### src/hw/ctwd_defines.svh
// Purpose: Constants for the transfer/wait decoder
// Assumes: 8-bit core, 16-bit address space
// Notes:   Offsets, fields and counts live here; types live in the package
`ifndef CTWD_DEFINES_SVH
`define CTWD_DEFINES_SVH
// Opcodes handled here
`define CTWD_OP_XFER_XA    8'h9f
`define CTWD_OP_XFER_XSP   8'h94
`define CTWD_OP_WAIT       8'h8f
// Cycle counts per opcode
`define CTWD_CYC_XFER_XA   2'd1
`define CTWD_CYC_XFER_XSP  2'd2
`define CTWD_CYC_WAIT      2'd2
// Address-mode helpers
`define CTWD_DIRECT_HIGH   8'h00
`define CTWD_VECTOR_PAGE   8'hff
`define CTWD_BITNUM_MAX    3'h7
// Reset values
`define CTWD_RST_WORD      16'h0000
`define CTWD_RST_BYTE      8'h00
`endif

### src/hw/ctwd_pkg.sv
// Purpose: Types for the transfer/wait decoder
// Assumes: Constants come from ctwd_defines.svh
// Notes:   Bus cycle kinds and the address-mode selector
package ctwd_pkg;
  // Kind of activity on each bus clock
  typedef enum logic [2:0] {
    CYC_FREE, CYC_FETCH, CYC_READ, CYC_WRITE,
    CYC_PUSH, CYC_POP, CYC_VECTOR, CYC_IDLE
  } ctwd_cyc_e;
  // Operand address forms
  typedef enum logic [2:0] {
    AM_DIRECT, AM_IX_OFF8, AM_IX_OFF16, AM_IX_POSTINC,
    AM_IX_OFF8_POSTINC, AM_SP_OFF8, AM_SP_OFF16, AM_REL
  } ctwd_mode_e;
  // Bus request toward memory
  typedef struct packed {
    logic [15:0] addr;
    logic [7:0]  wdata;
    logic        rd;
    logic        wr;
    ctwd_cyc_e   kind;
  } ctwd_bus_s;
  // Core register snapshot
  typedef struct packed {
    logic [7:0]  acc;
    logic [15:0] index;
    logic [15:0] stack_pointer;
    logic [7:0]  condition_flags;
  } ctwd_regs_s;
endpackage : ctwd_pkg

### src/hw/ctwd_decode.sv
// Purpose: Decode and sequence transfer and wait opcodes, form addresses
// Assumes: Opcode arrives with a valid strobe, one instruction at a time
// Notes:   One clock, async reset; every piece of logic lives here
`timescale 1ns/1ns
`include "ctwd_defines.svh"
module ctwd_decode (
  // Clock and reset
  input  wire logic                clk,
  input  wire logic                resetn,
  // Instruction issue
  input  wire logic                op_valid,
  input  wire logic [7:0]          op_code,
  output logic                     op_ready,
  // Address-mode request
  input  wire ctwd_pkg::ctwd_mode_e am_mode,
  input  wire logic [15:0]         am_operand,
  input  wire logic [15:0]         am_pc_next,
  input  wire logic [2:0]          am_bitnum,
  output logic [15:0]              am_addr,
  output logic [7:0]               am_bitmask,
  // Stack, vector and operand traffic
  input  wire logic                push_req,
  input  wire logic                pop_req,
  input  wire logic                vec_req,
  input  wire logic [7:0]          vec_slot,
  input  wire logic                rd_req,
  input  wire logic                wr_req,
  input  wire logic [7:0]          wr_data,
  // Wake sources
  input  wire logic                irq,
  // Core state and bus
  input  wire ctwd_pkg::ctwd_regs_s regs_in,
  input  wire logic                regs_load,
  output ctwd_pkg::ctwd_regs_s     regs,
  output logic                     int_mask,
  output logic                     halted,
  output ctwd_pkg::ctwd_bus_s      bus
);
  // Sequencer states
  typedef enum logic [2:0] {
    S_IDLE, S_FREE, S_FETCH, S_HALT, S_VEC_LO
  } ctwd_st_e;

  ctwd_st_e             st_r;      // Current state
  logic [7:0]           op_r;      // Opcode held through its cycles
  logic [15:0]          pc_r;      // Next program location
  ctwd_pkg::ctwd_bus_s  bus_r;     // Registered bus request
  ctwd_pkg::ctwd_regs_s regs_r;    // Architectural registers
  logic                 mask_r;    // Interrupt mask
  logic [15:0]          am_r;      // Registered effective address
  logic [7:0]           vslot_r;   // Vector slot for low byte

  // Sign extension of a branch byte, used for relative targets
  function automatic logic [15:0] sext8(input logic [7:0] b);
    sext8 = {{8{b[7]}}, b};
  endfunction : sext8

  // Build one bus request
  function automatic ctwd_pkg::ctwd_bus_s mk(
    input logic [15:0] a, input logic [7:0] d,
    input logic r, input logic w, input ctwd_pkg::ctwd_cyc_e k);
    mk.addr  = a;
    mk.wdata = d;
    mk.rd    = r;
    mk.wr    = w;
    mk.kind  = k;
  endfunction : mk

  // New work is accepted only while idle; a halt blocks bus and register requests except a register load, while address formation goes on
  assign op_ready = (st_r == S_IDLE);
  assign regs     = regs_r;
  assign int_mask = mask_r;
  assign halted   = (st_r == S_HALT);
  assign bus      = bus_r;
  assign am_addr  = am_r;
  // Bit selection decoded from a three-bit number
  assign am_bitmask = 8'h01 << am_bitnum;

  // Effective address formation, registered
  always_ff @(posedge clk or negedge resetn) begin
    if (!resetn) begin
      am_r <= `CTWD_RST_WORD;
    end else begin
      case (am_mode)
        // Direct page only reaches the first 256 bytes
        ctwd_pkg::AM_DIRECT:
          am_r <= {`CTWD_DIRECT_HIGH, am_operand[7:0]};
        // Offset is zero-extended, never sign-extended
        ctwd_pkg::AM_IX_OFF8:
          am_r <= regs_r.index + {8'h00, am_operand[7:0]};
        ctwd_pkg::AM_IX_OFF16:
          am_r <= regs_r.index + am_operand;
        // Post-increment forms address through the unmodified index
        ctwd_pkg::AM_IX_POSTINC:
          am_r <= regs_r.index;
        ctwd_pkg::AM_IX_OFF8_POSTINC:
          am_r <= regs_r.index + {8'h00, am_operand[7:0]};
        ctwd_pkg::AM_SP_OFF8:
          am_r <= regs_r.stack_pointer + {8'h00, am_operand[7:0]};
        ctwd_pkg::AM_SP_OFF16:
          am_r <= regs_r.stack_pointer + am_operand;
        // A signed byte bounds the reach to -128..+127
        ctwd_pkg::AM_REL:
          am_r <= am_pc_next + sext8(am_operand[7:0]);
        default:
          am_r <= `CTWD_RST_WORD;
      endcase
    end
  end

  // Sequencer and bus cycle generation
  always_ff @(posedge clk or negedge resetn) begin
    if (!resetn) begin
      st_r    <= S_IDLE;
      op_r    <= `CTWD_RST_BYTE;
      pc_r    <= `CTWD_RST_WORD;
      bus_r   <= mk(`CTWD_RST_WORD, `CTWD_RST_BYTE, 1'b0, 1'b0,
                    ctwd_pkg::CYC_IDLE);
      vslot_r <= `CTWD_RST_BYTE;
    end else begin
      bus_r <= mk(`CTWD_RST_WORD, `CTWD_RST_BYTE, 1'b0, 1'b0,
                  ctwd_pkg::CYC_IDLE);
      case (st_r)
        S_IDLE: begin
          if (op_valid && op_code == `CTWD_OP_XFER_XA) begin
            // Single fetch of the next opcode
            bus_r <= mk(pc_r, `CTWD_RST_BYTE, 1'b1, 1'b0,
                        ctwd_pkg::CYC_FETCH);
            pc_r  <= pc_r + 16'h0001;
          end else if (op_valid && (op_code == `CTWD_OP_XFER_XSP ||
                                    op_code == `CTWD_OP_WAIT)) begin
            // Free cycle is a read with no data use
            op_r  <= op_code;
            st_r  <= S_FETCH;
            bus_r <= mk(pc_r, `CTWD_RST_BYTE, 1'b1, 1'b0,
                        ctwd_pkg::CYC_FREE);
          end else if (vec_req) begin
            // High byte first from the top page
            vslot_r <= vec_slot;
            st_r    <= S_VEC_LO;
            bus_r   <= mk({`CTWD_VECTOR_PAGE, vec_slot}, `CTWD_RST_BYTE,
                          1'b1, 1'b0, ctwd_pkg::CYC_VECTOR);
          end else if (push_req) begin
            bus_r <= mk(regs_r.stack_pointer, wr_data, 1'b0, 1'b1,
                        ctwd_pkg::CYC_PUSH);
          end else if (pop_req) begin
            bus_r <= mk(regs_r.stack_pointer + 16'h0001, `CTWD_RST_BYTE,
                        1'b1, 1'b0, ctwd_pkg::CYC_POP);
          end else if (wr_req) begin
            bus_r <= mk(am_r, wr_data, 1'b0, 1'b1,
                        ctwd_pkg::CYC_WRITE);
          end else if (rd_req) begin
            bus_r <= mk(am_r, `CTWD_RST_BYTE, 1'b1, 1'b0,
                        ctwd_pkg::CYC_READ);
          end
        end
        S_FETCH: begin
          // Second cycle fetches the next opcode
          bus_r <= mk(pc_r, `CTWD_RST_BYTE, 1'b1, 1'b0,
                      ctwd_pkg::CYC_FETCH);
          pc_r  <= pc_r + 16'h0001;
          st_r  <= (op_r == `CTWD_OP_WAIT) ? S_HALT : S_IDLE;
        end
        S_HALT: begin
          // Bus stays idle; only an interrupt wakes the core
          if (irq) begin
            st_r <= S_IDLE;
          end
        end
        S_VEC_LO: begin
          bus_r <= mk({`CTWD_VECTOR_PAGE, vslot_r + 8'h01}, `CTWD_RST_BYTE,
                      1'b1, 1'b0, ctwd_pkg::CYC_VECTOR);
          st_r  <= S_IDLE;
        end
        default: st_r <= S_IDLE;
      endcase
    end
  end

  // Register updates; flags are never touched by the transfers
  always_ff @(posedge clk or negedge resetn) begin
    if (!resetn) begin
      regs_r <= '0;
    end else if (regs_load) begin
      regs_r <= regs_in;
    end else if (st_r == S_IDLE && op_valid &&
                 (op_code == `CTWD_OP_XFER_XA ||
                  op_code == `CTWD_OP_XFER_XSP ||
                  op_code == `CTWD_OP_WAIT)) begin
      // Unknown opcodes fall through, matching the bus priority
      if (op_code == `CTWD_OP_XFER_XA) begin
        regs_r.acc <= regs_r.index[7:0];
      end else if (op_code == `CTWD_OP_XFER_XSP) begin
        regs_r.stack_pointer <= regs_r.index - 16'h0001;
      end
    end else if (st_r == S_IDLE && (push_req && !vec_req)) begin
      regs_r.stack_pointer <= regs_r.stack_pointer - 16'h0001;
    end else if (st_r == S_IDLE && pop_req && !vec_req) begin
      regs_r.stack_pointer <= regs_r.stack_pointer + 16'h0001;
    end else if (st_r == S_IDLE && (rd_req || wr_req) && !vec_req &&
                 (am_mode == ctwd_pkg::AM_IX_POSTINC ||
                  am_mode == ctwd_pkg::AM_IX_OFF8_POSTINC)) begin
      regs_r.index <= regs_r.index + 16'h0001;
    end
  end

  // Interrupt mask: cleared by the wait opcode
  always_ff @(posedge clk or negedge resetn) begin
    if (!resetn) begin
      mask_r <= 1'b1;
    end else if (st_r == S_IDLE && op_valid &&
                 op_code == `CTWD_OP_WAIT) begin
      mask_r <= 1'b0;
    end
  end

  // Checks
  a_xa_copy_flags: assert property (@(posedge clk) disable iff (!resetn)
    (st_r == S_IDLE && op_valid && !regs_load &&
     op_code == `CTWD_OP_XFER_XA) |=>
    (regs_r.acc == $past(regs_r.index[7:0]) &&
     regs_r.condition_flags == $past(regs_r.condition_flags) &&
     bus_r.kind == ctwd_pkg::CYC_FETCH))
    else $error("index low copy wrong");
  a_xsp_load: assert property (@(posedge clk) disable iff (!resetn)
    (st_r == S_IDLE && op_valid && !regs_load &&
     op_code == `CTWD_OP_XFER_XSP) |=>
    (regs_r.stack_pointer == $past(regs_r.index) - 16'h0001 &&
     bus_r.kind == ctwd_pkg::CYC_FREE) ##1
    (bus_r.kind == ctwd_pkg::CYC_FETCH))
    else $error("stack load sequence wrong");
  a_wait_halt: assert property (@(posedge clk) disable iff (!resetn)
    (st_r == S_IDLE && op_valid && op_code == `CTWD_OP_WAIT) |=>
    !mask_r ##1 (bus_r.kind == ctwd_pkg::CYC_FETCH && halted))
    else $error("wait sequence wrong");
  a_direct_page: assert property (@(posedge clk) disable iff (!resetn)
    (am_mode == ctwd_pkg::AM_DIRECT) |=> (am_r[15:8] == 8'h00))
    else $error("direct page high byte set");
  a_free_is_read: assert property (@(posedge clk) disable iff (!resetn)
    (bus_r.kind == ctwd_pkg::CYC_FREE) |-> (bus_r.rd && !bus_r.wr) ##1
    (bus_r.kind != ctwd_pkg::CYC_FREE))
    else $error("free cycle not a single read");
  a_halt_quiet: assert property (@(posedge clk) disable iff (!resetn)
    (halted && $past(halted)) |-> (!bus_r.rd && !bus_r.wr))
    else $error("bus active while halted");
  a_vector_order: assert property (@(posedge clk) disable iff (!resetn)
    (st_r == S_IDLE && vec_req && !op_valid) |=>
    (bus_r.addr[15:8] == 8'hff) ##1
    (bus_r.kind == ctwd_pkg::CYC_VECTOR &&
     bus_r.addr == $past(bus_r.addr) + 16'h0001))
    else $error("vector order wrong");
  a_push_writes: assert property (@(posedge clk) disable iff (!resetn)
    (bus_r.kind == ctwd_pkg::CYC_PUSH) |-> (bus_r.wr && !bus_r.rd))
    else $error("push not a write");
  // A pop is always a single read
  a_pop_reads: assert property (@(posedge clk) disable iff (!resetn)
    (bus_r.kind == ctwd_pkg::CYC_POP) |-> (bus_r.rd && !bus_r.wr))
    else $error("pop not a read");
  // Exactly one bit of the byte is selected
  a_bit_onehot: assert property (@(posedge clk) disable iff (!resetn)
    $onehot(am_bitmask) && am_bitmask[am_bitnum])
    else $error("bit selector not one-hot");
  // Index steps by one after a post-increment access
  a_postinc_step: assert property (@(posedge clk) disable iff (!resetn)
    (st_r == S_IDLE && !regs_load && !op_valid && !vec_req &&
     !push_req && !pop_req && (rd_req || wr_req) &&
     (am_mode == ctwd_pkg::AM_IX_POSTINC ||
      am_mode == ctwd_pkg::AM_IX_OFF8_POSTINC)) |=>
    (regs_r.index == $past(regs_r.index) + 16'h0001))
    else $error("post-increment missing");
  // Fetch reads the location just before the advanced counter
  a_fetch_next: assert property (@(posedge clk) disable iff (!resetn)
    (bus_r.kind == ctwd_pkg::CYC_FETCH) |->
    (bus_r.rd && !bus_r.wr && bus_r.addr == pc_r - 16'h0001))
    else $error("fetch not sequential");
  // Short index offset is zero-extended
  a_off8_unsigned: assert property (@(posedge clk) disable iff (!resetn)
    (am_mode == ctwd_pkg::AM_IX_OFF8) |=>
    (am_r == $past(regs_r.index) + {8'h00, $past(am_operand[7:0])}))
    else $error("short index offset not unsigned");
  // Relative target stays within one signed byte of next pc
  a_rel_reach: assert property (@(posedge clk) disable iff (!resetn)
    (am_mode == ctwd_pkg::AM_REL) |=>
    (am_r == $past(am_pc_next) + {{8{$past(am_operand[7])}},
                                  $past(am_operand[7:0])}))
    else $error("relative target wrong");
  // Long stack offset uses all sixteen bits
  a_sp_off16: assert property (@(posedge clk) disable iff (!resetn)
    (am_mode == ctwd_pkg::AM_SP_OFF16) |=>
    (am_r == $past(regs_r.stack_pointer) + $past(am_operand)))
    else $error("long stack offset wrong");
  // A wake request leaves the halt at the next edge
  a_halt_wake: assert property (@(posedge clk) disable iff (!resetn)
    (halted && irq) |=> !halted)
    else $error("halt not left on wake");
endmodule : ctwd_decode

### config.mk
export PLATFORM = sky130hd
export DESIGN_NAME = ctwd_decode
export DESIGN_NICKNAME = d
export VERILOG_FILES = /design/src/hw/ctwd_pkg.sv /design/src/hw/ctwd_decode.sv
export VERILOG_INCLUDE_DIRS = /design/src /design/src/hw
export SDC_FILE = /design/constraint.sdc
export NUM_CORES = 1
export LEC_CHECK = 0
export BUFFER_PORTS_ARGS = -buffer_cell sky130_fd_sc_hd__buf_2
export CORE_MARGIN = 3
export CORE_UTILIZATION = 41
export DETAILED_ROUTE_END_ITERATION = 10
export PLACE_DENSITY = 0.64
export SYNTH_ARGS = -nofsm -noshare
export SYNTH_HDL_FRONTEND = slang
export SYNTH_SLANG_ARGS = --single-unit
### constraint.sdc
create_clock -name clk -period 8.9 [get_ports clk]
set_input_delay 2.225 -clock clk [delete_from_list [all_inputs] [get_ports clk]]
set_output_delay 2.225 -clock clk [all_outputs]
set_load 0.02 [all_outputs]
==> flow_summary.json <==
{
  "cp_cell_sequence": "buf_2, nor2b_1, nand2_1, mux2_2, ha_1, a21o_1, a221oi_1, o21ai_0, o22ai_1, xnor2_1, a221o_1",
  "yosys-top-cells-area": "dfrtp_1 30%, ha_1 5.7%, nand2_1 5.0%",
  "clkSinkCount": 129,
  "routedWlPerCell_um": 20.6,
  "yosys.area.top_type": "dfrtp_1",
  "powerDensity_nw_per_um2": 171,
  "slew_headroom_pct": 27.8,
  "r2r-end": "am_addr[12]$_DFF_PN0_",
  "slew_violations": 0,
  "vias": 10700,
  "synth_nets": 1430,
  "clockBufferDepth": 2,
  "place.gp.congestion": 0.907,
  "grt_pass1_vias": 10000,
  "startpoint_type": "input port",
  "p_leak_nw": 5.56,
  "crit_path_end": "am_addr[11]$_DFF_PN0_",
  "fin_util_pct": 50.0,
  "critPathRequiredTime_ps": 9230,
  "cts_buffers": 17,
  "path_clk_slew_ps": 70,
  "via_per_inst": 6.06,
  "synth-seq-cells": 129,
  "layout.nets": 1593,
  "clock.fmax_mhz": 162,
  "die_y_um": 166,
  "core_area_um2": 24700,
  "antenna_left": 0,
  "first_pass_iters": 5,
  "cp-startpoint": "am_mode[1]",
  "cts_tree": "built",
  "netlist-cell-type-count": 82,
  "setup_viol_count_final": 0,
  "worst_pin_slew_ps": 1070,
  "start_util_pct": 42.4,
  "fin_crit_ps": 6160,
  "hpwlAfterDp_um": 27500,
  "rsz0062_at_grt": "false",
  "gr-usage-all-layers_pct": 25.5,
  "ios": 224,
  "layout_setup_ws_ps": 2740,
  "portBuffers": 223,
  "grt_pass1_wl_um": 56700,
  "cp_top_family": "compound AO/OA/AOI/OAI gates",
  "max_stage_delay_ps": 700,
  "outcome": "complete, no violations",
  "die_w_um": 166,
  "pre_cts_slack_ps": 2300,
  "rrSetupSlack_ps": 5390,
  "ys_async_sr_fraction_pct": 100,
  "drive_above_1_share_pct": 22.2,
  "clock_latency_ps": 440,
  "min_period_over_period_pct": 69.2,
  "antenna_found_initial": 1,
  "crit_slowest_cell": "nor2b_1",
  "overflow": 0,
  "drt-total-wl_um": 36300,
  "hold_class": "flop to flop",
  "synth_edf_count": 0,
  "drv_cap": 0,
  "cts-htree-levels": 4,
  "post_cts_buffers": 0,
  "clock-skew-final_ps": 13.3,
  "crit_buf_inv": 1,
  "synth-main-ff-cell": "dfrtp_1",
  "yosysSeqAreaShare_pct": 30.9,
  "antenna_cells": 0,
  "hold_buffers": 0,
  "syn2layout_area_growth_pct": 17.7,
  "finalPower_mw": 2.11,
  "path_class": "input port to flop",
  "netlist_area_um2": 10500,
  "ys_warn_count": 0,
  "r2r_cells": 11,
  "irDropWorstVdd_mv": 0.140,
  "cp.depth": 11,
  "rows": 57,
  "hold_violations": 0,
  "die-area_um2": 27500,
  "drcViolationCount": 0,
  "path_max_fanout": 36,
  "critical_path_arrival_ps": 6490,
  "clock-root-buffer": "clkbuf_16",
  "r2r-start": "regs[24]$_DFFE_PN0P_",
  "cts.repair.resized": 0,
  "final.setup.tns_ps": 0,
  "cp-end-kind": "flop",
  "drt_iter0_drc": 1078,
  "synth_top_area_share_pct": 29.9,
  "syn-instance-count": 1259,
  "grt_max_degree": 73,
  "syn_area_per_cell_um2": 8.32
}
==> how the worst min path moves through the flow <==
| stage | end | slack (ps) | depth (start not counted) | start |
|---|---|---|---|---|
| after floorplan | op_r[7]$_DFFE_PN0P_ | 430 | 1 | op_r[7]$_DFFE_PN0P_ |
| after global placement | int_mask$_DFFE_PN1P_ | 430 | 2 | int_mask$_DFFE_PN1P_ |
| after detailed placement | int_mask$_DFFE_PN1P_ | 430 | 2 | int_mask$_DFFE_PN1P_ |
| after CTS | int_mask$_DFFE_PN1P_ | 450 | 2 | int_mask$_DFFE_PN1P_ |
| after global routing | int_mask$_DFFE_PN1P_ | 470 | 2 | int_mask$_DFFE_PN1P_ |
| final | int_mask$_DFFE_PN1P_ | 440 | 2 | int_mask$_DFFE_PN1P_ |
==> power by group <==
group          total (mW)  internal, mW  switching [mW]
combinational       0.612         0.244           0.368
clock               0.744         0.429           0.314
sequential          0.756         0.645           0.111
total                2.11          1.32           0.793
==> worst reg2reg max path: cells and delay by family (launching register included) <==
kind,cells,cell delay (ps)
compound gates,5,1510
xor+xnor,1,150
fa+ha+maj,2,640
buf+inv,2,300
flops,1,530
simple gates,1,250
==> cell type report <==
class | instances | area (µm²)
tap | 324 | 405
clock inverter | 14 | 168
inverter | 35 | 131
sequential | 129 | 3230
multi-input combinational | 1007 | 6760
timing repair buffer | 232 | 1190
fill | 2459 | 12300
clock buffer | 18 | 439
==> flip-flops by register name, indices dropped and copies added (netlist names) <==
name / cells
regs: 48
bus: 29
am_addr: 16
op_r: 8
st_r: 3
pc_r: 16
vslot_r: 8
int_mask: 1
==> cell usage in the layout, fill, tap and decap left out, types with 23 or more instances in the layout <==
cell type,instances
nand2_1,139
mux2i_1,27
o21ai_0,78
xnor2_1,54
inv_1,33
nand3_1,37
nor3_1,38
a21oi_1,73
dfrtp_1,125
mux2_2,30
ha_1,48
nor2_1,89
xor2_1,28
buf_2,221
a21o_1,23
==> per-layer routing <==
layer  wire length (µm)  up-vias  track usage (%)  share of wire, %
met3               2630       56             3.81               7.2
met4               1040        0             8.72               2.9
met2              16600      472             40.9                46
li1                   -     5003                -                 -
met5                  0        -                0                 0
met1              16000     5126             35.5                44
==> cell usage after synthesis, drive strengths merged, types with 18 or more instances <==
cell type    n
nand2      139
clkbuf      69
nand3       37
o211ai      22
a21oi       73
a21o        23
nor2        90
inv         33
a221oi      22
nand4       18
mux2i       27
nor4        24
o21ai       81
xor2        28
dfrtp      125
ha          48
nor3        39
xnor2       54
mux2        30
and2        18
buf         19
==> cell families after synthesis <==
group | after synthesis | synth area share [%]
muxes | 57 | 5.81
adders and majority gates | 51 | 6.31
buffers and inverters | 123 | 4.61
and+or+nand+nor | 459 | 22.4
xor gates and xnor gates | 82 | 6.86
AOI/OAI and AO/OA | 358 | 23.1
DFF | 129 | 30.9
==> metrics by stage <==
stage | instance area (µm²) | instances | hold WS [ps]
after floorplan | 10500 | 1259 | 425
after global placement | 11700 | 1727 | 434
after detailed placement | 11700 | 1727 | 434
after CTS | 12300 | 1759 | 448
after global routing | 12300 | 1759 | 466
final | 12300 | 1759 | 444
(Power assumes the default switching activity.)
